==> src/hdl/ssc_pkg.sv <==
// Purpose : Shared constants and types for the scale slot command/status block
// Assumes : Four message slots, 16-bit words, one core clock
// Notes   : Bit positions of the status and command words live here
package ssc_pkg;
   localparam int NUM_SLOTS = 4;
   localparam int WORD_W    = 16;

   // Status word bit positions
   localparam int ST_TGT_LO   = 0;
   localparam int ST_CMP_LO   = 3;
   localparam int ST_ENTER    = 8;
   localparam int ST_IN_LO    = 9;
   localparam int ST_MOTION   = 12;
   localparam int ST_NET      = 13;
   localparam int ST_UPDATE   = 14;
   localparam int ST_DATA_OK  = 15;

   // Command word bit positions
   localparam int CM_SEL_LO     = 0;
   localparam int CM_LOAD_TARE  = 3;
   localparam int CM_CLR_TARE   = 4;
   localparam int CM_TARE       = 5;
   localparam int CM_PRINT      = 6;
   localparam int CM_ZERO       = 7;
   localparam int CM_TGT_RUN    = 8;
   localparam int CM_MSG_LO     = 9;
   localparam int CM_OUT_LO     = 12;
   localparam int CM_LOAD_TGT   = 15;

   // Message codes
   localparam logic [2:0] MSG_NONE   = 3'h0;
   localparam logic [2:0] MSG_TEXT_5 = 3'h5;
   localparam logic [2:0] MSG_PROMPT = 3'h6;
   localparam logic [2:0] MSG_NUMBER = 3'h7;

   // Reset values
   localparam logic [15:0] WORD_RST = 16'h0000;
   localparam logic [2:0]  CODE_RST = 3'h0;

   // Select codes
   typedef enum logic [2:0] {
      SSC_SEL_GROSS = 3'h0,
      SSC_SEL_NET   = 3'h1,
      SSC_SEL_DISP  = 3'h2,
      SSC_SEL_TARE  = 3'h3,
      SSC_SEL_TGT   = 3'h4,
      SSC_SEL_RATE  = 3'h5
   } ssc_sel_t;
endpackage

==> src/hdl/ssc_slot_if.sv <==
// Purpose : Carries one slot's value selection between top and slot formatter
// Assumes : Single core clock
// Notes   : Source values are shared by all slots
`timescale 1ns/1ps
`default_nettype none
interface ssc_slot_if;
   logic [15:0] cmd_word;
   logic [15:0] gross;
   logic [15:0] net;
   logic [15:0] disp;
   logic [15:0] tare;
   logic [15:0] target;
   logic [15:0] rate;
   logic        data_ok;
   logic [15:0] value;
   modport top (output cmd_word, gross, net, disp, tare, target, rate, data_ok,
                input value);
   modport fmt (input cmd_word, gross, net, disp, tare, target, rate, data_ok,
                output value);
endinterface
`default_nettype wire

==> src/hdl/ssc_slot_fmt.sv <==
// Purpose : Chooses and registers the value word of one message slot
// Assumes : Select field taken from the slot's own command word
// Notes   : Value forced to zero whenever data is not valid
`timescale 1ns/1ps
`default_nettype none
module ssc_slot_fmt (
   // Clock and reset
   input  wire logic core_clk,
   input  wire logic rst_n,
   // Slot carrier
   ssc_slot_if.fmt   sif
);
   logic [15:0] value_reg;
   logic [15:0] value_next;
   logic [2:0]  sel;

   assign sel = sif.cmd_word[ssc_pkg::CM_SEL_LO +: 3];

   // RULE14: select decode
   always_comb begin
      value_next = sif.gross;
      case (sel)
         ssc_pkg::SSC_SEL_NET:  value_next = sif.net;
         ssc_pkg::SSC_SEL_DISP: value_next = sif.disp;
         ssc_pkg::SSC_SEL_TARE: value_next = sif.tare;
         ssc_pkg::SSC_SEL_TGT:  value_next = sif.target;
         ssc_pkg::SSC_SEL_RATE: value_next = sif.rate;
         default:               value_next = sif.gross;
      endcase
      // RULE11: zero when invalid
      if (!sif.data_ok) begin
         value_next = ssc_pkg::WORD_RST;
      end
   end

   // RULE3: signed value word
   always_ff @(posedge core_clk or negedge rst_n) begin
      if (!rst_n) begin
         value_reg <= ssc_pkg::WORD_RST;
      end else begin
         value_reg <= value_next;
      end
   end

   assign sif.value = value_reg;

   property p_sel_rate;
      @(posedge core_clk) disable iff (!rst_n)
      (sif.data_ok && sel == 3'h5) |=> value_reg == $past(sif.rate);
   endproperty
   a_sel_rate: assert property (p_sel_rate) else $error("rate select not reported"); // RULE14

   property p_zero_bad;
      @(posedge core_clk) disable iff (!rst_n)
      !sif.data_ok |=> value_reg == 16'h0000;
   endproperty
   a_zero_bad: assert property (p_zero_bad) else $error("value not zero while data invalid"); // RULE11
endmodule
`default_nettype wire

==> src/hdl/ssc_core.sv <==
// Purpose : Slot exchange of a weighing terminal with a controller, integer format
// Assumes : Controller command words are sampled on an update strobe from the controller
// Notes   : Weight values and scale flags come from the weighing core on core_clk
//
// Summary of operation
// RULE1: each slot sends value and status words, receives value and command words
// RULE2: up to four slots; active count set by local configuration
// RULE3: first input word is signed 16-bit data picked by select field
// RULE4: status bits 0-2 show the target logic outputs
// RULE5: comparator status bits are 1 while the comparator is on
// RULE6: enter bit sets on key press, clears on message field change
// RULE7: status bits 9-11 mirror the three hardware inputs
// RULE8: status bit 12 is 1 while scale is in motion
// RULE9: status bit 13 is 1 while scale is in net mode
// RULE10: status bit 14 is 1 while slot data is refreshed
// RULE11: bit 15 normal; value forced to zero when data not valid
// RULE12: controller value word is a signed tare or target count
// RULE13: controller loads value word before raising load bits
// RULE14: select code 0-5 picks source; above 5 reports gross
// RULE15: rising bit 3 loads tare from value word, enters net
// RULE16: rising bit 4 zeroes tare store and enters gross
// RULE17: rising bit 5 tares present weight unless in motion
// RULE18: rising bit 6 requests print; rising bit 7 re-zeroes within range
// RULE19: bit 8 rising starts target logic, falling aborts it
// RULE20: message field leaving 0 records code and clears enter bit
// RULE21: message field must return to 0 before next code is taken
// RULE22: bits 12-14 drive free hardware outputs, never those locally owned
// RULE23: rising bit 15 loads target store from value word
// RULE24: bits 3-15 act only in slot 1; select works in all
// RULE25: edges found by comparing with previous update's command word
`timescale 1ns/1ps
`default_nettype none
module ssc_core (
   // Clock and reset
   input  wire logic        core_clk,
   input  wire logic        rst_n,
   // Controller side, words packed slot 0 in low bits
   input  wire logic        upd_strobe,
   input  wire logic [63:0] ctl_value_words,
   input  wire logic [63:0] ctl_cmd_words,
   output logic      [63:0] dev_value_words,
   output logic      [63:0] dev_status_words,
   output logic      [3:0]  slot_active,
   // Configuration
   input  wire logic [2:0]  cfg_slot_count,
   input  wire logic [2:0]  cfg_out_local,
   // Weighing core values
   input  wire logic [15:0] gross_wt,
   input  wire logic [15:0] net_wt,
   input  wire logic [15:0] disp_wt,
   input  wire logic [15:0] rate_val,
   input  wire logic        motion,
   input  wire logic        power_up,
   input  wire logic        in_setup,
   input  wire logic        over_cap,
   input  wire logic        under_zero,
   input  wire logic        x10_mode,
   input  wire logic        zero_in_range,
   // Target, comparator, key and discrete pins
   input  wire logic [2:0]  target_state,
   input  wire logic [4:0]  comp_state,
   input  wire logic        enter_key,
   input  wire logic [2:0]  hw_in,
   input  wire logic [2:0]  out_local_val,
   output logic      [2:0]  hw_out,
   // Actions toward the weighing core
   output logic      [15:0] tare_store,
   output logic      [15:0] target_store,
   output logic             net_mode,
   output logic             tare_req,
   output logic             print_req,
   output logic             zero_req,
   output logic             target_start,
   output logic             target_abort,
   output logic      [2:0]  message_event_code,
   output logic             message_show,
   output logic             prompt_sequence_trigger
);
   // ----------------------------------------------------------------
   // Pin synchronisers
   // ----------------------------------------------------------------
   // Three stages; a change is accepted once stages two and three agree
   logic [2:0] in_s1;
   logic [2:0] in_s2;
   logic [2:0] in_s3;
   logic [2:0] in_reg;
   logic       key_s1;
   logic       key_s2;
   logic       key_s3;
   logic       key_reg;
   logic       key_prev_reg;

   always_ff @(posedge core_clk or negedge rst_n) begin
      if (!rst_n) begin
         in_s1   <= 3'h0;
         in_s2   <= 3'h0;
         in_s3   <= 3'h0;
         in_reg  <= 3'h0;
         key_s1  <= 1'b0;
         key_s2  <= 1'b0;
         key_s3  <= 1'b0;
         key_reg <= 1'b0;
      end else begin
         in_s1  <= hw_in;
         in_s2  <= in_s1;
         in_s3  <= in_s2;
         key_s1 <= enter_key;
         key_s2 <= key_s1;
         key_s3 <= key_s2;
         for (int i = 0; i < 3; i++) begin
            if (in_s2[i] == in_s3[i]) begin
               in_reg[i] <= in_s3[i];
            end
         end
         if (key_s2 == key_s3) begin
            key_reg <= key_s3;
         end
      end
   end

   always_ff @(posedge core_clk or negedge rst_n) begin
      if (!rst_n) begin
         key_prev_reg <= 1'b0;
      end else begin
         key_prev_reg <= key_reg;
      end
   end

   // ----------------------------------------------------------------
   // Command edge detection
   // ----------------------------------------------------------------
   logic [15:0] cmd_prev_reg;
   logic [63:0] cmd_hold_reg;
   logic [15:0] cmd0;
   logic [15:0] rise;
   logic [15:0] fall;
   logic        take;

   assign cmd0 = ctl_cmd_words[15:0];
   assign take = upd_strobe;

   // RULE25: compare with previous update
   always_ff @(posedge core_clk or negedge rst_n) begin
      if (!rst_n) begin
         cmd_prev_reg <= ssc_pkg::WORD_RST;
         cmd_hold_reg <= 64'h0000_0000_0000_0000;
      end else if (take) begin
         cmd_prev_reg <= cmd0;
         cmd_hold_reg <= ctl_cmd_words;
      end
   end

   // RULE24: only slot 1 commands act
   assign rise = take ? (cmd0 & ~cmd_prev_reg) : 16'h0000;
   assign fall = take ? (~cmd0 & cmd_prev_reg) : 16'h0000;

   // ----------------------------------------------------------------
   // Tare and target stores
   // ----------------------------------------------------------------
   // RULE12: value word is a signed division count
   // RULE13: value sampled together with the rising load bit
   always_ff @(posedge core_clk or negedge rst_n) begin
      if (!rst_n) begin
         tare_store <= ssc_pkg::WORD_RST;
         net_mode   <= 1'b0;
      end else if (rise[ssc_pkg::CM_LOAD_TARE]) begin
         // RULE15: load tare, net mode
         tare_store <= ctl_value_words[15:0];
         net_mode   <= 1'b1;
      end else if (rise[ssc_pkg::CM_CLR_TARE]) begin
         // RULE16: clear tare, gross mode
         tare_store <= ssc_pkg::WORD_RST;
         net_mode   <= 1'b0;
      end else if (rise[ssc_pkg::CM_TARE] && !motion) begin
         // RULE17: tare only when stable
         tare_store <= gross_wt;
         net_mode   <= 1'b1;
      end
   end

   // RULE23: load target store
   always_ff @(posedge core_clk or negedge rst_n) begin
      if (!rst_n) begin
         target_store <= ssc_pkg::WORD_RST;
      end else if (rise[ssc_pkg::CM_LOAD_TGT]) begin
         target_store <= ctl_value_words[15:0];
      end
   end

   // ----------------------------------------------------------------
   // One-cycle action pulses
   // ----------------------------------------------------------------
   always_ff @(posedge core_clk or negedge rst_n) begin
      if (!rst_n) begin
         tare_req     <= 1'b0;
         print_req    <= 1'b0;
         zero_req     <= 1'b0;
         target_start <= 1'b0;
         target_abort <= 1'b0;
      end else begin
         // RULE17: motion blocks the tare
         tare_req     <= rise[ssc_pkg::CM_TARE] & ~motion;
         // RULE18: print and range-limited zero
         print_req    <= rise[ssc_pkg::CM_PRINT];
         zero_req     <= rise[ssc_pkg::CM_ZERO] & zero_in_range;
         // RULE19: start and abort
         target_start <= rise[ssc_pkg::CM_TGT_RUN];
         target_abort <= fall[ssc_pkg::CM_TGT_RUN];
      end
   end

   // ----------------------------------------------------------------
   // Message display and enter key
   // ----------------------------------------------------------------
   logic [2:0] msg_new;
   logic [2:0] msg_old;
   logic       msg_take;
   logic       msg_change;
   logic       enter_reg;

   assign msg_new    = cmd0[ssc_pkg::CM_MSG_LO +: 3];
   assign msg_old    = cmd_prev_reg[ssc_pkg::CM_MSG_LO +: 3];
   assign msg_change = take && (msg_new != msg_old);
   // RULE21: field must come from zero
   assign msg_take   = take && (msg_old == ssc_pkg::MSG_NONE)
                       && (msg_new != ssc_pkg::MSG_NONE);

   // RULE20: record code, prompt on six
   always_ff @(posedge core_clk or negedge rst_n) begin
      if (!rst_n) begin
         message_event_code      <= ssc_pkg::CODE_RST;
         message_show            <= 1'b0;
         prompt_sequence_trigger <= 1'b0;
      end else begin
         message_show            <= msg_take;
         prompt_sequence_trigger <= msg_take && (msg_new == ssc_pkg::MSG_PROMPT);
         if (msg_take) begin
            message_event_code <= msg_new;
         end
      end
   end

   // RULE6: key press sets, field change clears; set wins
   always_ff @(posedge core_clk or negedge rst_n) begin
      if (!rst_n) begin
         enter_reg <= 1'b0;
      end else if (key_reg && !key_prev_reg) begin
         enter_reg <= 1'b1;
      end else if (msg_change) begin
         enter_reg <= 1'b0;
      end
   end

   // ----------------------------------------------------------------
   // Discrete outputs
   // ----------------------------------------------------------------
   logic [2:0] out_cmd_reg;

   always_ff @(posedge core_clk or negedge rst_n) begin
      if (!rst_n) begin
         out_cmd_reg <= 3'h0;
      end else if (take) begin
         out_cmd_reg <= cmd0[ssc_pkg::CM_OUT_LO +: 3];
      end
   end

   // RULE22: local ownership wins
   always_ff @(posedge core_clk or negedge rst_n) begin
      if (!rst_n) begin
         hw_out <= 3'h0;
      end else begin
         hw_out <= (cfg_out_local & out_local_val) | (~cfg_out_local & out_cmd_reg);
      end
   end

   // ----------------------------------------------------------------
   // Status words and slots
   // ----------------------------------------------------------------
   logic        data_ok;
   logic        upd_reg;
   logic [15:0] status_next;
   logic [63:0] val_all;

   // RULE11: validity
   assign data_ok = !(power_up || in_setup || over_cap || under_zero || x10_mode);

   // RULE10: busy during refresh cycle
   always_ff @(posedge core_clk or negedge rst_n) begin
      if (!rst_n) begin
         upd_reg <= 1'b1;
      end else begin
         upd_reg <= take;
      end
   end

   // RULE4: target bits
   // RULE5: comparator bits, comparator 1 in bit 7
   // RULE7: inputs
   // RULE8: motion
   // RULE9: net mode
   always_comb begin
      status_next = 16'h0000;
      status_next[ssc_pkg::ST_TGT_LO +: 3]  = target_state;
      for (int c = 0; c < 5; c++) begin
         status_next[ssc_pkg::ST_CMP_LO + 4 - c] = comp_state[c];
      end
      status_next[ssc_pkg::ST_ENTER]        = enter_reg;
      status_next[ssc_pkg::ST_IN_LO +: 3]   = in_reg;
      status_next[ssc_pkg::ST_MOTION]       = motion;
      status_next[ssc_pkg::ST_NET]          = net_mode;
      status_next[ssc_pkg::ST_UPDATE]       = upd_reg;
      status_next[ssc_pkg::ST_DATA_OK]      = data_ok;
   end

   // RULE2: slot count from configuration
   // RULE1: two words each direction per slot
   genvar s;
   generate
      for (s = 0; s < ssc_pkg::NUM_SLOTS; s++) begin : g_slot
         ssc_slot_if sif ();
         // Select held from the last update; words between updates are not valid
         assign sif.cmd_word = cmd_hold_reg[s*16 +: 16];
         assign sif.gross    = gross_wt;
         assign sif.net      = net_wt;
         assign sif.disp     = disp_wt;
         assign sif.tare     = tare_store;
         assign sif.target   = target_store;
         assign sif.rate     = rate_val;
         assign sif.data_ok  = data_ok;
         ssc_slot_fmt u_fmt (
            .core_clk (core_clk),
            .rst_n    (rst_n),
            .sif      (sif)
         );
         assign slot_active[s] = (3'(s) < cfg_slot_count);
         assign val_all[s*16 +: 16] = slot_active[s] ? sif.value : 16'h0000;
         always_ff @(posedge core_clk or negedge rst_n) begin
            if (!rst_n) begin
               dev_status_words[s*16 +: 16] <= ssc_pkg::WORD_RST;
            end else begin
               dev_status_words[s*16 +: 16] <= slot_active[s] ? status_next : 16'h0000;
            end
         end
      end
   endgenerate

   assign dev_value_words = val_all;

   // ----------------------------------------------------------------
   // Assertions
   // ----------------------------------------------------------------
   property p_load_tare;
      @(posedge core_clk) disable iff (!rst_n)
      rise[3] |=> (tare_store == $past(ctl_value_words[15:0])) && net_mode;
   endproperty
   a_load_tare: assert property (p_load_tare) else $error("tare load failed"); // RULE15

   property p_clear_tare;
      @(posedge core_clk) disable iff (!rst_n)
      (rise[4] && !rise[3]) |=> tare_store == 16'h0000 && !net_mode;
   endproperty
   a_clear_tare: assert property (p_clear_tare) else $error("tare clear failed"); // RULE16

   property p_no_tare_motion;
      @(posedge core_clk) disable iff (!rst_n)
      motion |=> !tare_req;
   endproperty
   a_no_tare_motion: assert property (p_no_tare_motion) else $error("tare in motion"); // RULE17

   property p_abort;
      @(posedge core_clk) disable iff (!rst_n)
      $fell(cmd_prev_reg[8]) |-> target_abort;
   endproperty
   a_abort: assert property (p_abort) else $error("abort missing"); // RULE19

   property p_msg_zero_first;
      @(posedge core_clk) disable iff (!rst_n)
      message_show |-> $past(msg_old) == 3'h0;
   endproperty
   a_msg_zero_first: assert property (p_msg_zero_first) else $error("code taken from nonzero"); // RULE21

   property p_enter_clear;
      @(posedge core_clk) disable iff (!rst_n)
      (msg_change && !(key_reg && !key_prev_reg)) |=> !enter_reg;
   endproperty
   a_enter_clear: assert property (p_enter_clear) else $error("enter not cleared"); // RULE6

   property p_out_local;
      @(posedge core_clk) disable iff (!rst_n)
      cfg_out_local[0] |=> hw_out[0] == $past(out_local_val[0]);
   endproperty
   a_out_local: assert property (p_out_local) else $error("output override"); // RULE22

   property p_target_load;
      @(posedge core_clk) disable iff (!rst_n)
      rise[15] |=> target_store == $past(ctl_value_words[15:0]);
   endproperty
   a_target_load: assert property (p_target_load) else $error("target load failed"); // RULE23

   c_tare: cover property (@(posedge core_clk) disable iff (!rst_n) tare_req);
   c_msg:  cover property (@(posedge core_clk) disable iff (!rst_n) prompt_sequence_trigger);
   c_abort: cover property (@(posedge core_clk) disable iff (!rst_n) target_abort);
endmodule
`default_nettype wire

==> config.mk <==
export PLATFORM = sky130hd
export DESIGN_NAME = ssc_core
export DESIGN_NICKNAME = d
export VERILOG_FILES = /design/src/hdl/ssc_pkg.sv /design/src/hdl/ssc_slot_if.sv /design/src/hdl/ssc_slot_fmt.sv /design/src/hdl/ssc_core.sv
export SDC_FILE = /design/constraint.sdc
export NUM_CORES = 1
export LEC_CHECK = 0
export BUFFER_PORTS_ARGS = -buffer_cell sky130_fd_sc_hd__buf_2
export CORE_MARGIN = 2
export CORE_UTILIZATION = 30
export CTS_CLUSTER_DIAMETER = 200
export DETAILED_ROUTE_END_ITERATION = 8
export PLACE_DENSITY = 0.57
export SKIP_LAST_GASP = 1
export SYNTH_ARGS = -nofsm -noshare
export SYNTH_HDL_FRONTEND = slang
export SYNTH_SLANG_ARGS = --single-unit
==> constraint.sdc <==
create_clock -name core_clk -period 1.3 [get_ports core_clk]
set_input_delay 0.065 -clock core_clk [delete_from_list [all_inputs] [get_ports core_clk]]
set_output_delay 0.065 -clock core_clk [all_outputs]
set_load 0.01 [all_outputs]
# == Word-level counts from Yosys, hierarchy flattened ==
# Index checks and enable logic that the tools add are counted.
# word_totals
reg_bits,263
# op_classes
n_lt_le_gt_ge,4
n_eq_ne,26
n_mux,26
bitwise_logic,11
n_reduce_logical,17
# ops
cell,n
case mux 16 bit (5 select lines),4
two-way mux 16 bit,16
equality test 3 bit (second input constant),9
equality test 3 x 2 -> 1 bit (second input constant),8
bitwise AND 16 bit,1
inverter 16 bit,1
equality test 3 x 1 -> 1 bit (second input constant),4
bitwise AND 9 bit,1
two-way mux 9 bit,1
inverter 9 bit,1
bitwise AND 3 bit,2
logical AND 1 bit,6
< comparator 1 x 3 -> 1 bit (first input constant),2
< comparator 2 x 3 -> 1 bit (first input constant),2
nonzero test 3 bit,2
two-way mux 1 bit,5
equality test 1 bit,4
logical OR 1 bit,4
logical NOT 1 bit,3
logical NOT 3 bit,1
!= test 3 bit,1
inverter 3 bit,1
OR 3 bit,1
bitwise AND 1 bit,2
other kinds (2),2

# == Logic depth before layout (Yosys ltp) ==
# Gate-level depths: netlist (run 1).
# depth
ltp_word,7
mapped_depth,7
ltp_nobuf,4

# == Modules after synthesis ==
# A second synthesis (run 1) with hierarchy kept.
# hier_totals
cells_unflattened,1182
hier_area_um2,12956.2
# modules_own_cells
mod,n_inst,cells_per_inst,area_per_inst_um2,seq_area_each_um2
ssc_core,1,530,7405.9,4830.9
ssc_slot_fmt,4,163,1387.6,400.4

# == Worst setup path before layout (run 1) ==
# Ideal clock, no wire load.
# synth_path
path_type,flip-flop to flip-flop
from,reg cmd_hold_reg[50]
to,reg g_slot[3].u_fmt.value_reg[15]
setup_time_ns,0.077
arrival_ns,1.200
required_ns,1.223
slack_ns,0.023
path_stages_with_launch,6
n_path_buf,2
synth_period_minus_slack_ns,1.277
cell_sequence,dfrtp_1 buf_6 nor2b_1 buf_2 a221o_1 a21oi_1
# synth_between
elab_chain_cells,3
# synth_lines
element,line_no,text
from (decl),ssc_core.sv:133,logic [63:0] cmd_hold_reg;
from (signal assigned),ssc_core.sv:149,cmd_hold_reg <= ctl_cmd_words;
"equality test 3 bit, or another cell as far along",ssc_slot_fmt.sv:22,case (sel)
case mux 16 bit (5 select lines) *,ssc_slot_fmt.sv:22,
two-way mux 16 bit *,ssc_slot_fmt.sv:31,if (!sif.data_ok) begin
via g_slot[3].u_fmt.value_next[15],ssc_slot_fmt.sv:14,logic [15:0] value_next;
to (signal assigned),ssc_slot_fmt.sv:39,value_reg <= ssc_pkg::WORD_RST;
to (signal assigned),ssc_slot_fmt.sv:41,value_reg <= value_next;
to (decl),ssc_slot_fmt.sv:13,logic [15:0] value_reg;
# The timed path passes the listed nets; every way through them passes the cells marked *.
# A chain may end at the register's enable or synchronous reset.

# == Final worst setup path (run 1) ==
# layout_path
from,reg cmd_hold_reg[16]
to,reg g_slot[1].u_fmt.value_reg[6]
# layout_between
elab_chain_cells,3
# layout_lines
element,line_no
"equality test 3 bit, or another cell as far along",ssc_slot_fmt.sv:22
case mux 16 bit (5 select lines) *,ssc_slot_fmt.sv:22
two-way mux 16 bit *,ssc_slot_fmt.sv:31
via g_slot[1].u_fmt.value_next[6],ssc_slot_fmt.sv:14
to (signal assigned),ssc_slot_fmt.sv:39
to (signal assigned),ssc_slot_fmt.sv:41
to (decl),ssc_slot_fmt.sv:13
# Marks and branches as above.

==> impl_metrics.csv, run 1 <==
group,metric,value,unit
finish,instances_no_fill,2249,
setup_path,worstPathArrival,1900,ps
finish,syn2layout_area_growth,58.6,%
sta,fmax,692,MHz
worst_hold_path,min_path_cells,4,
yosys,syn_avg_cell_area,9.48,µm²
routing,drtAntennaViolNets,0,
sta,rsz0062_at_grt,"true",
routing,via_per_inst,5.08,
clocking,clk_pin_slew,60,ps
setup_path,crit_top_cell,"buf_12",
floorplanning,die_x,198,µm
yosys,yosys.area_share.simple,0.166,
yosys,synth-xor-area-share,0.00232,
place,dp_cells,2051,
yosys,syn_nets,1420,
floorplanning,core,37500,µm²
sta,setup_slack,-144,ps
clocking,clk_latency,580,ps
yosys,synth_compound_area_frac,0.215,
sta,worst_pin_slew,364,ps
yosys,synth_cells,1197,
routing,drc,0,
setup_path,crit_type,"flip-flop to flip-flop",
yosys,yosysTopAreaCellShare,0.479,
setup_path,cp_num_buf_inv,3,
yosys,synth_seq_area_share,0.481,
run_status,violations,"negative setup slack",
yosys,ys_warn_count,0,
finish,mostFrequentLayoutCells,"buf_2 (276), dfrtp_1 (184), o21ai_0 (116)",
floorplanning,dieArea,39400,µm²
yosys,synthesis.area,11300,µm²
sta,setup_viol,65,
grt,track_usage,0.234,
finish,drive_gt1_frac,0.439,
grt,grt_pass1_vias,11100,
routing,routed_wl,48.7,mm
place,place_congestion,0.965,
routing,dr.pass1.iters,6,
sta,hold_viol,0,
sta,slew_viol_final,0,
routing,wl_met3,4.36,mm
yosys,synth_top_family_by_area,"compound AO/OA/AOI/OAI gates",
clocking,cts-root-buf,"clkbuf_16",
run,drv_cap,0,
grt,gr-total-overflow,0,
finish,layout_commonest_cell,"buf_2",
sta,fin_setup_tns,-3340,ps
power_and_ir_drop,peakVddDrop,673,µV
setup_path,required,1750,ps
routing,via_count,11400,
yosys,synth.area.mux_share,0.0695,
finish,post-route-util,0.480,
grt,grt_pass1_wl,69.7,mm
yosys,synth.largest_area_cell,"dfrtp_1",
grt,antenna_found_initial,4,
yosys,ys_top_cells_by_area,"dfrtp_1 (48%), o21ai_0 (7.8%), nor2b_1 (5.5%)",
setup_path,path_cells,"buf_12 -> buf_12 -> buf_4 -> nor2b_1 -> o21ai_0 -> a31oi_1",
clocking,cts.sinks,218,
floorplanning,ioPinCount,401,
yosys,synth_ff_type,"dfrtp_1",
sta,finalCriticalPeriod,1440,ps
sta,hold_slack,10.7,ps
yosys,synth-async-reset-ratio,1.00,
routing,wl_met2,21.1,mm
place,portBuffers,313,
yosys,synth_adder_area_share,0.00353,
setup_path,crit_path_end_kind,"flip-flop",
setup_path,reg2reg_depth,6,
setup_path,path_depth,6,
clocking,cts_max_level,1,
run_status,status,"complete, but fails checks",
setup_path,cp-start-kind,"flip-flop",
routing,wire_per_inst,21.6,µm
worst_hold_path,hold_class,"primary input to flip-flop",
setup_path,r2r_setup_slack,-140,ps
floorplanning,start_util,0.303,
yosys,synth.distinct_cells,55,
place,pre_cts_slack,-256,ps
yosys,synth_edf_count,0,
setup_path,crit_fanout,14,
clocking,cts_max_path_buffers,3,
setup_path,cpPeakStageDelay,440,ps
clocking,cts_tree,"built",
sta,timing.final.crit_share,1.11,
yosys,ys_ff_latch,218,
routing,top_layer,"met5",
sta,skew,33.5,ps
routing,wl_met1,22.0,mm
floorplanning,die_h,198,µm
setup_path,critPathTopFamily,"buffers and inverters",
grt,grt_max_degree,56,
power_and_ir_drop,leakage,8.42,nW
place,hpwlAfterDp,34.4,mm
setup_path,slowest_stage,"dfrtp_2",
routing,drtIter0Drc,1061,
floorplanning,row_count,71,
power_and_ir_drop,pwr_density_cell,1210,nW/µm²
finish,nets,1940,
sta,max_slew_margin,0.757,
clocking,cts_made_buffers,26,
==> cell families after synthesis <==
family          Yosys count
compound gates          398
simple gates            355
flops                   218
buf+inv                 151
mux                      68
fa+ha+maj                 4
xor+xnor                  3
==> final timing paths <==
| check | endpoint | from |
|---|---|---|
| setup / recovery | g_slot[1].u_fmt.sif.value[6]$_DFF_PN0_ | cmd_hold_reg[16]$_DFFE_PN0P_ |
| hold / removal | g_slot[3].u_fmt.sif.value[12]$_DFF_PN0_ | disp_wt[12] |
| setup reg to reg | g_slot[1].u_fmt.sif.value[6]$_DFF_PN0_ | cmd_hold_reg[16]$_DFFE_PN0P_ |
| hold reg to reg | in_s2[2]$_DFF_PN0_ | in_s1[2]$_DFF_PN0_ |
| max in group asynchronous | dev_status_words[37]$_DFF_PN0_ | rst_n |
| min in group asynchronous | prompt_sequence_trigger$_DFF_PN0_ | rst_n |
==> routing by layer <==
metal  GRT usage  up-vias
li1            -     5188
met1       0.347     5545
met2       0.346      611
met3      0.0414       82
met4      0.0691        2
met5           0        -
==> layout make-up <==
type,instances,area (µm²)
Sequential cell,218,5500
Inverter,47,184
Clock buffer,28,668
Antenna cell,3,7.51
Multi-Input combinational cell,828,5870
Timing Repair Buffer,596,4910
Tap cell,511,639
Clock inverter,18,218
Fill cell,3521,19500
==> cells in the mapped netlist (6+ instances only) <==
cell type	number
a21o_1	6
a21oi_1	64
a221o_1	8
a22o_1	28
a2bb2oi_1	23
a31oi_1	40
and2_1	64
and3_1	9
buf_2	47
buf_4	15
clkbuf_1	34
dfrtp_1	217
inv_1	47
mux2_2	46
mux2_4	10
mux2i_1	12
nand2_1	112
nand2b_1	10
nor2_1	37
nor2b_1	100
nor3_1	6
o21ai_0	177
o21bai_1	20
o22ai_1	8
==> worst reg2reg max path: cells and delay by family, from the launching register on <==
| family | cells | cell delay [ps] |
|---|---|---|
| buffers and inverters | 3 | 460 |
| AND/OR/NAND/NOR | 1 | 110 |
| flip-flops | 1 | 440 |
| AO/OA/AOI/OAI | 2 | 320 |
==> power by group <==
| group | switching (mW) | leakage, nW | internal [mW] |
|---|---|---|---|
| combinational | 3.18 | 5.27 | 3.10 |
| sequential | 0.615 | 2.73 | 7.39 |
| clock | 3.16 | 0.420 | 4.37 |
| total | 6.95 | 8.42 | 14.9 |
==> through the flow <==
step / power (mW) / instance area [µm²]
after floorplan: 10.4 / 11300
after CTS: 21.3 / 17200
after global routing: 22.7 / 18000
after global placement: 12.8 / 14300
final: 21.8 / 18000
after detailed placement: 12.9 / 14300
==> what timing repair did <==
item,in CTS,in global routing
pin swaps,32,41
gates cloned,3,7
endpoints found under the setup margin,147,135
gates resized for setup,204,163
endpoints found under the hold margin,401,2
hold buffers,104,2
buffers inserted,26,16
Note: power is estimated with default switching activity, not from simulation.
==> inputs of run 2 (changes only) <==
Settings changed: CORE_UTILIZATION 30 to 46, PLACE_DENSITY 0.57 to 0.8.
==> run 2 against run 1 <==
- the run still ends with negative setup slack left
- clock skew fell by 23 ps
- non-clock buffer count fell by 36
- first-iteration DRC count grew 61%
- hold slack improved by 5.5 ps
- maximum frequency down 2.6%
- global-route usage up 7.2 points
- cell area fell by 5.9%
- via count up 2.2%
- critical path type unchanged
- highest routed layer is now met4
==> impl_metrics.csv, run 2 (synthesized netlist as in run 1, its figures left out) <==
group,metric,value,unit
grt,grt_pass1_wl,61.7,mm
floorplanning,die_h,161,µm
worst_hold_path,holdPathEnd,"message_show$_DFF_PN0_",
setup_path,worstReg2RegEnd,"g_slot[2].u_fmt.sif.value[8]$_DFF_PN0_",
finish,mostFrequentLayoutCells,"buf_2 (309), dfrtp_1 (194), o21ai_0 (125)",
routing,drtIter0Drc,1704,
setup_path,crit_path_end_kind,"flip-flop",
routing,via_per_inst,5.77,
clocking,cts_tree,"built",
power_and_ir_drop,leakage,8.18,nW
finish,syn2layout_area_growth,49.2,%
floorplanning,start_util,0.468,
finish,layout_commonest_cell,"buf_2",
worst_hold_path,hold_class,"primary input to flip-flop",
sta,hold_viol,0,
finish,nFillCells,1753,
place,dp_cells,1817,
power_and_ir_drop,pwr_density_cell,1230,nW/µm²
setup_path,crit_type,"flip-flop to flip-flop",
setup_path,cp-start-kind,"flip-flop",
finish,drive_gt1_frac,0.400,
clocking,cts_max_path_buffers,3,
sta,fmax,674,MHz
setup_path,setup.worst_path.start,"cmd_hold_reg[34]$_DFFE_PN0P_",
clocking,cts.sinks,218,
finish,instances_no_fill,2024,
sta,rsz0062_at_grt,"true",
power_and_ir_drop,peakVddDrop,850,µV
sta,timing.final.crit_share,1.14,
setup_path,r2r_start,"cmd_hold_reg[34]$_DFFE_PN0P_",
sta,finalCriticalPeriod,1480,ps
grt,gr-total-overflow,0,
setup_path,crit_fanout,8,
run,drv_cap,0,
clocking,clk_pin_slew,60,ps
floorplanning,ioPinCount,401,
sta,worst_pin_slew,421,ps
power_and_ir_drop,p_int,14.3,mW
sta,setup_viol,63,
grt,grt_pass1_vias,10700,
setup_path,reg2reg_depth,8,
grt,antenna_found_initial,2,
finish,nets,1903,
grt,grt_max_degree,41,
grt,track_usage,0.305,
worst_hold_path,hold_start,"upd_strobe",
routing,wire_per_inst,21.8,µm
clocking,cts_max_level,1,
power_and_ir_drop,fin_total_pwr,20.9,mW
place,portBuffers,313,
floorplanning,core,24200,µm²
setup_path,worstPathArrival,1890,ps
floorplanning,row_count,57,
setup_path,required,1710,ps
run_status,status,"complete, but fails checks",
setup_path,r2r_setup_slack,-180,ps
routing,routed_wl,44.2,mm
place,hpwlAfterDp,28.6,mm
sta,max_slew_margin,0.719,
floorplanning,dieArea,25900,µm²
place,place_congestion,0.971,
power_and_ir_drop,netSwitchingFraction,0.313,
power_and_ir_drop,seqPwrFrac,0.386,
routing,dr.pass1.iters,8,
run_status,violations,"negative setup slack",
routing,drc,0,
floorplanning,die_x,161,µm
sta,setup_slack,-183,ps
worst_hold_path,min_path_cells,3,
power_and_ir_drop,p_comb_frac,0.281,
sta,skew,11.0,ps
power_and_ir_drop,clockPowerShare,0.333,
clocking,cts-root-buf,"clkbuf_16",
routing,via_count,11700,
sta,slew_viol_final,0,
clocking,cts_made_buffers,24,
clocking,clk_latency,540,ps
power_and_ir_drop,switchingPower,6.54,mW
routing,drtAntennaViolNets,0,
## run 2: cell count changes in the layout (fill, tap and decap cells not counted), moves of 9 or more
cell	previous run	this run
buf_2	276	309
nor2b_4	21	6
dfrtp_2	33	23
dlygate4sd3_1	104	95
o21ai_0	116	125
buf_4	102	83
and2_4	16	4
nor2b_1	73	90
dfrtp_1	184	194
and2_1	48	60
buf_6	66	27
## run 2: how the worst max path moves through the flow
stage	to	slack, ps	cells past startpoint
2_1_floorplan	g_slot[3].u_fmt.sif.value[15]$_DFF_PN0_	20	5
3_3_place_gp	g_slot[3].u_fmt.sif.value[14]$_DFF_PN0_	-160	4
3_5_place_dp	g_slot[3].u_fmt.sif.value[14]$_DFF_PN0_	-200	4
4_1_cts	g_slot[3].u_fmt.sif.value[15]$_DFF_PN0_	-90	5
5_1_grt	g_slot[2].u_fmt.sif.value[2]$_DFF_PN0_	-210	7
6_report	g_slot[2].u_fmt.sif.value[8]$_DFF_PN0_	-180	8
## run 2: layout make-up
type                    count  area (µm²)  area share
diodes                      2        5.00    0.000296
clock inverters            11         128     0.00754
multi-input cells         829        5690       0.336
inverters                  47         176      0.0104
clock buffers              33         684      0.0404
well taps                 324         405      0.0240
repair buffers            560        4350       0.257
flip-flops and latches    218        5490       0.324
## run 2: worst max-delay path, stage by stage (launching register included)
cell and delay (ps):
dfrtp_2 430, buf_6 140, nor3_4 180, buf_6 130, a21oi_4 30, buf_12 140
buf_4 140, o21ai_2 130, a21oi_2 40
## run 2: timing repair
action	in CTS	in global routing
setup buffers	12	42
gates cloned	2	11
hold buffers	95	0
endpoints found under the setup margin	87	101
resized for setup	60	180
endpoints found under the hold margin	394	0
pin swaps	13	60
## run 2: power groups by stage
stage / registers (mW) / logic (mW) / clock network (mW)
floorplan: 8.04 / 2.41 / 0
global placement: 8.02 / 4.33 / 0
detailed placement: 8.05 / 4.41 / 0
CTS: 7.97 / 4.90 / 6.96
global route: 8.10 / 6.18 / 7.32
finish: 8.06 / 5.86 / 6.94
## run 2: per-layer routing
metal / GRT usage / wire (µm) / up-vias
met2: 0.481 / 20000 / 842
met5: 0 / 0 / -
met3: 0.0716 / 5160 / 175
met4: 0.0974 / 1880 / 0
li1: - / - / 5128
met1: 0.420 / 17200 / 5538
## run 2: stage by stage
step / hold WS (ps) / util / area, µm² / setup TNS, ps / worst slack [ps]
global placement: -2.08 / 0.565 / 13700 / -5150 / -162
floorplan: -231 / - / 11300 / 0 / 22.6
detailed placement: -2.93 / 0.565 / 13700 / -7580 / -196
finish: 16.3 / 0.698 / 16900 / -4090 / -183
global route: 20.4 / 0.698 / 16900 / -7840 / -214
CTS: 7.16 / 0.653 / 15800 / -1650 / -89.8
==> inputs of run 3 (changes only) <==
Settings changed: CORE_UTILIZATION 46 to 47, PLACE_DENSITY 0.8 to 0.79, SYNTH_HIERARCHICAL set to 1.
==> run 3 against run 2 <==
- the run still ends with negative setup slack left
- worst setup slack worse by 85 ps
- via count hardly changed
- area after synthesis up 1.7%
- critical path depth is 2 lower
- die area fell by 0.49%
- sequential power rose by 0.9%
- wire length rose by 4.0%
- critical path type unchanged
==> impl_metrics.csv, run 3 <==
group,metric,value,unit
run_status,status,"complete, but fails checks",
run_status,violations,"negative setup slack",
floorplanning,ioPinCount,401,
routing,dr.pass1.iters,8,
floorplanning,row_count,57,
yosys,synthesis.area,11500,µm²
routing,drc,0,
sta,hold_viol,0,
finish,nFillCells,1654,
sta,setup_viol,69,
place,place_congestion,0.981,
place,hpwlAfterDp,29.9,mm
finish,mostFrequentLayoutCells,"buf_2 (309), dfrtp_1 (193), buf_4 (103), dlygate4sd3_1 (103), a21oi_1 (68)",
clocking,cts_made_buffers,24,
routing,wire_per_inst,23.1,µm
power_and_ir_drop,leakage,8.66,nW
finish,syn2layout_area_growth,52.7,%
finish,post-route-util,0.729,
sta,finalCriticalPeriod,1570,ps
clocking,cts_max_level,1,
routing,via_per_inst,5.87,
setup_path,cpPeakStageDelay,460,ps
setup_path,crit_fanout,8,
clocking,cts.sinks,218,
floorplanning,dieArea,25800,µm²
setup_path,cp_num_buf_inv,3,
sta,skew,12.7,ps
grt,antenna_found_initial,2,
setup_path,path_cells,"buf_12 -> buf_8 -> a21oi_4 -> buf_12 -> o21ai_0 -> a21oi_1",
routing,routed_wl,46.0,mm
setup_path,cp-start-kind,"flip-flop",
yosys,ys_warn_count,6,
power_and_ir_drop,peakVddDrop,1010,µV
grt,track_usage,0.336,
sta,fmax,638,MHz
finish,nets,1872,
worst_hold_path,holdPathEnd,"dev_status_words[47]$_DFF_PN0_",
setup_path,reg2reg_depth,6,
sta,setup_slack,-268,ps
setup_path,critPathTopFamily,"compound AO/OA/AOI/OAI gates",
routing,drtAntennaViolNets,0,
clocking,cts_max_path_buffers,3,
setup_path,crit_top_cell,"buf_12",
sta,worst_pin_slew,450,ps
setup_path,worstReg2RegEnd,"g_slot[3].u_fmt/sif.value[4]$_DFF_PN0_",
setup_path,path_depth,6,
floorplanning,die_x,161,µm
finish,layout_commonest_cell,"buf_2",
grt,grt_pass1_wl,66.8,mm
setup_path,crit_type,"flip-flop to flip-flop",
floorplanning,start_util,0.477,
worst_hold_path,hold_class,"primary input to flip-flop",
power_and_ir_drop,pwr_density_cell,1240,nW/µm²
power_and_ir_drop,fin_total_pwr,21.8,mW
routing,drtIter0Drc,1282,
place,pre_cts_slack,-225,ps
yosys,syn_avg_cell_area,10.5,µm²
setup_path,r2r_setup_slack,-270,ps
setup_path,r2r_start,"cmd_hold_reg[49]$_DFFE_PN0P_",
worst_hold_path,min_path_cells,5,
place,dp_cells,1783,
run,drv_cap,0,
yosys,synth_cells,1103,
setup_path,slowest_stage,"dfrtp_2",
floorplanning,core,24200,µm²
sta,fin_setup_tns,-9640,ps
clocking,cts_tree,"built",
routing,via_count,11700,
yosys,syn_nets,1326,
finish,instances_no_fill,1990,
finish,regArea,5490,µm²
setup_path,worstPathArrival,2000,ps
clocking,clk_latency,530,ps
worst_hold_path,hold_start,"x10_mode",
setup_path,required,1730,ps
grt,grt_max_degree,47,
floorplanning,die_h,161,µm
sta,rsz0062_at_grt,"true",
clocking,clk_pin_slew,60,ps
clocking,cts-root-buf,"clkbuf_16",
grt,grt_pass1_vias,11600,
sta,slew_viol_final,0,
place,portBuffers,313,
grt,gr-total-overflow,0,
setup_path,crit_path_end_kind,"flip-flop",
sta,max_slew_margin,0.700,
sta,timing.final.crit_share,1.21,
finish,multi_input_area,5770,µm²
finish,drive_gt1_frac,0.448,
[run 3: power breakdown]
part	switching [mW]	internal, mW	total, mW	leakage (nW)
clock	2.77	4.57	7.34	0.418
combinational	3.12	3.17	6.29	5.50
sequential	0.746	7.38	8.13	2.74
[run 3: through the flow]
stage,instance area [µm²],hold WS (ps)
5_1_grt,17600,12.0
3_5_place_dp,14200,-5.81
3_3_place_gp,14200,-3.38
6_report,17600,0.0391
4_1_cts,17000,4.57
2_1_floorplan,11500,-231
[run 3: what timing repair did]
action                                  in CTS  in global routing
setup buffers                               35                 21
pin swaps                                   47                 54
gates cloned                                 6                  4
endpoints found under the setup margin      93                104
hold endpoints to repair                   393                  1
gates resized for setup                    155                126
hold buffers                               103                  1
[run 3: area by class of cell]
cell class                      instances  area share
Multi-Input combinational cell        739       0.328
Sequential cell                       218       0.312
Timing Repair Buffer                  612       0.277
Clock buffer                           35      0.0404
Tap cell                              324      0.0230
Inverter                               54      0.0117
Clock inverter                          6     0.00803
Antenna cell                            2    0.000284
[run 3: routing by layer]
| metal | up-vias | wire (µm) | global-route usage |
|---|---|---|---|
| met5 | - | 0 | 0 |
| met4 | 0 | 2800 | 0.179 |
| met3 | 212 | 4000 | 0.0579 |
| met2 | 811 | 21600 | 0.558 |
| met1 | 5640 | 17500 | 0.422 |
| li1 | 5016 | - | - |
[run 3: how the worst max path moves through the flow]
stage | start | endpoint | slack (ps)
5_1_grt | cmd_hold_reg[49]$_DFFE_PN0P_ | g_slot[3].u_fmt/sif.value[5]$_DFF_PN0_ | -260
6_report | cmd_hold_reg[49]$_DFFE_PN0P_ | g_slot[3].u_fmt/sif.value[4]$_DFF_PN0_ | -270
2_1_floorplan | cmd_prev_reg[0]$_DFFE_PN0P_ | g_slot[0].u_fmt/sif.value[11]$_DFF_PN0_ | -1
4_1_cts | cmd_hold_reg[32]$_DFFE_PN0P_ | g_slot[2].u_fmt/sif.value[7]$_DFF_PN0_ | -190
3_5_place_dp | cmd_hold_reg[32]$_DFFE_PN0P_ | g_slot[2].u_fmt/sif.value[7]$_DFF_PN0_ | -220
3_3_place_gp | cmd_hold_reg[48]$_DFFE_PN0P_ | g_slot[3].u_fmt/sif.value[6]$_DFF_PN0_ | -210
[run 3: worst reg2reg max path, stage by stage, from the launching register on]
cell and delay [ps]:
dfrtp_2 460, buf_12 160, buf_8 120, a21oi_4 280, buf_12 180, o21ai_0 70
a21oi_1 190
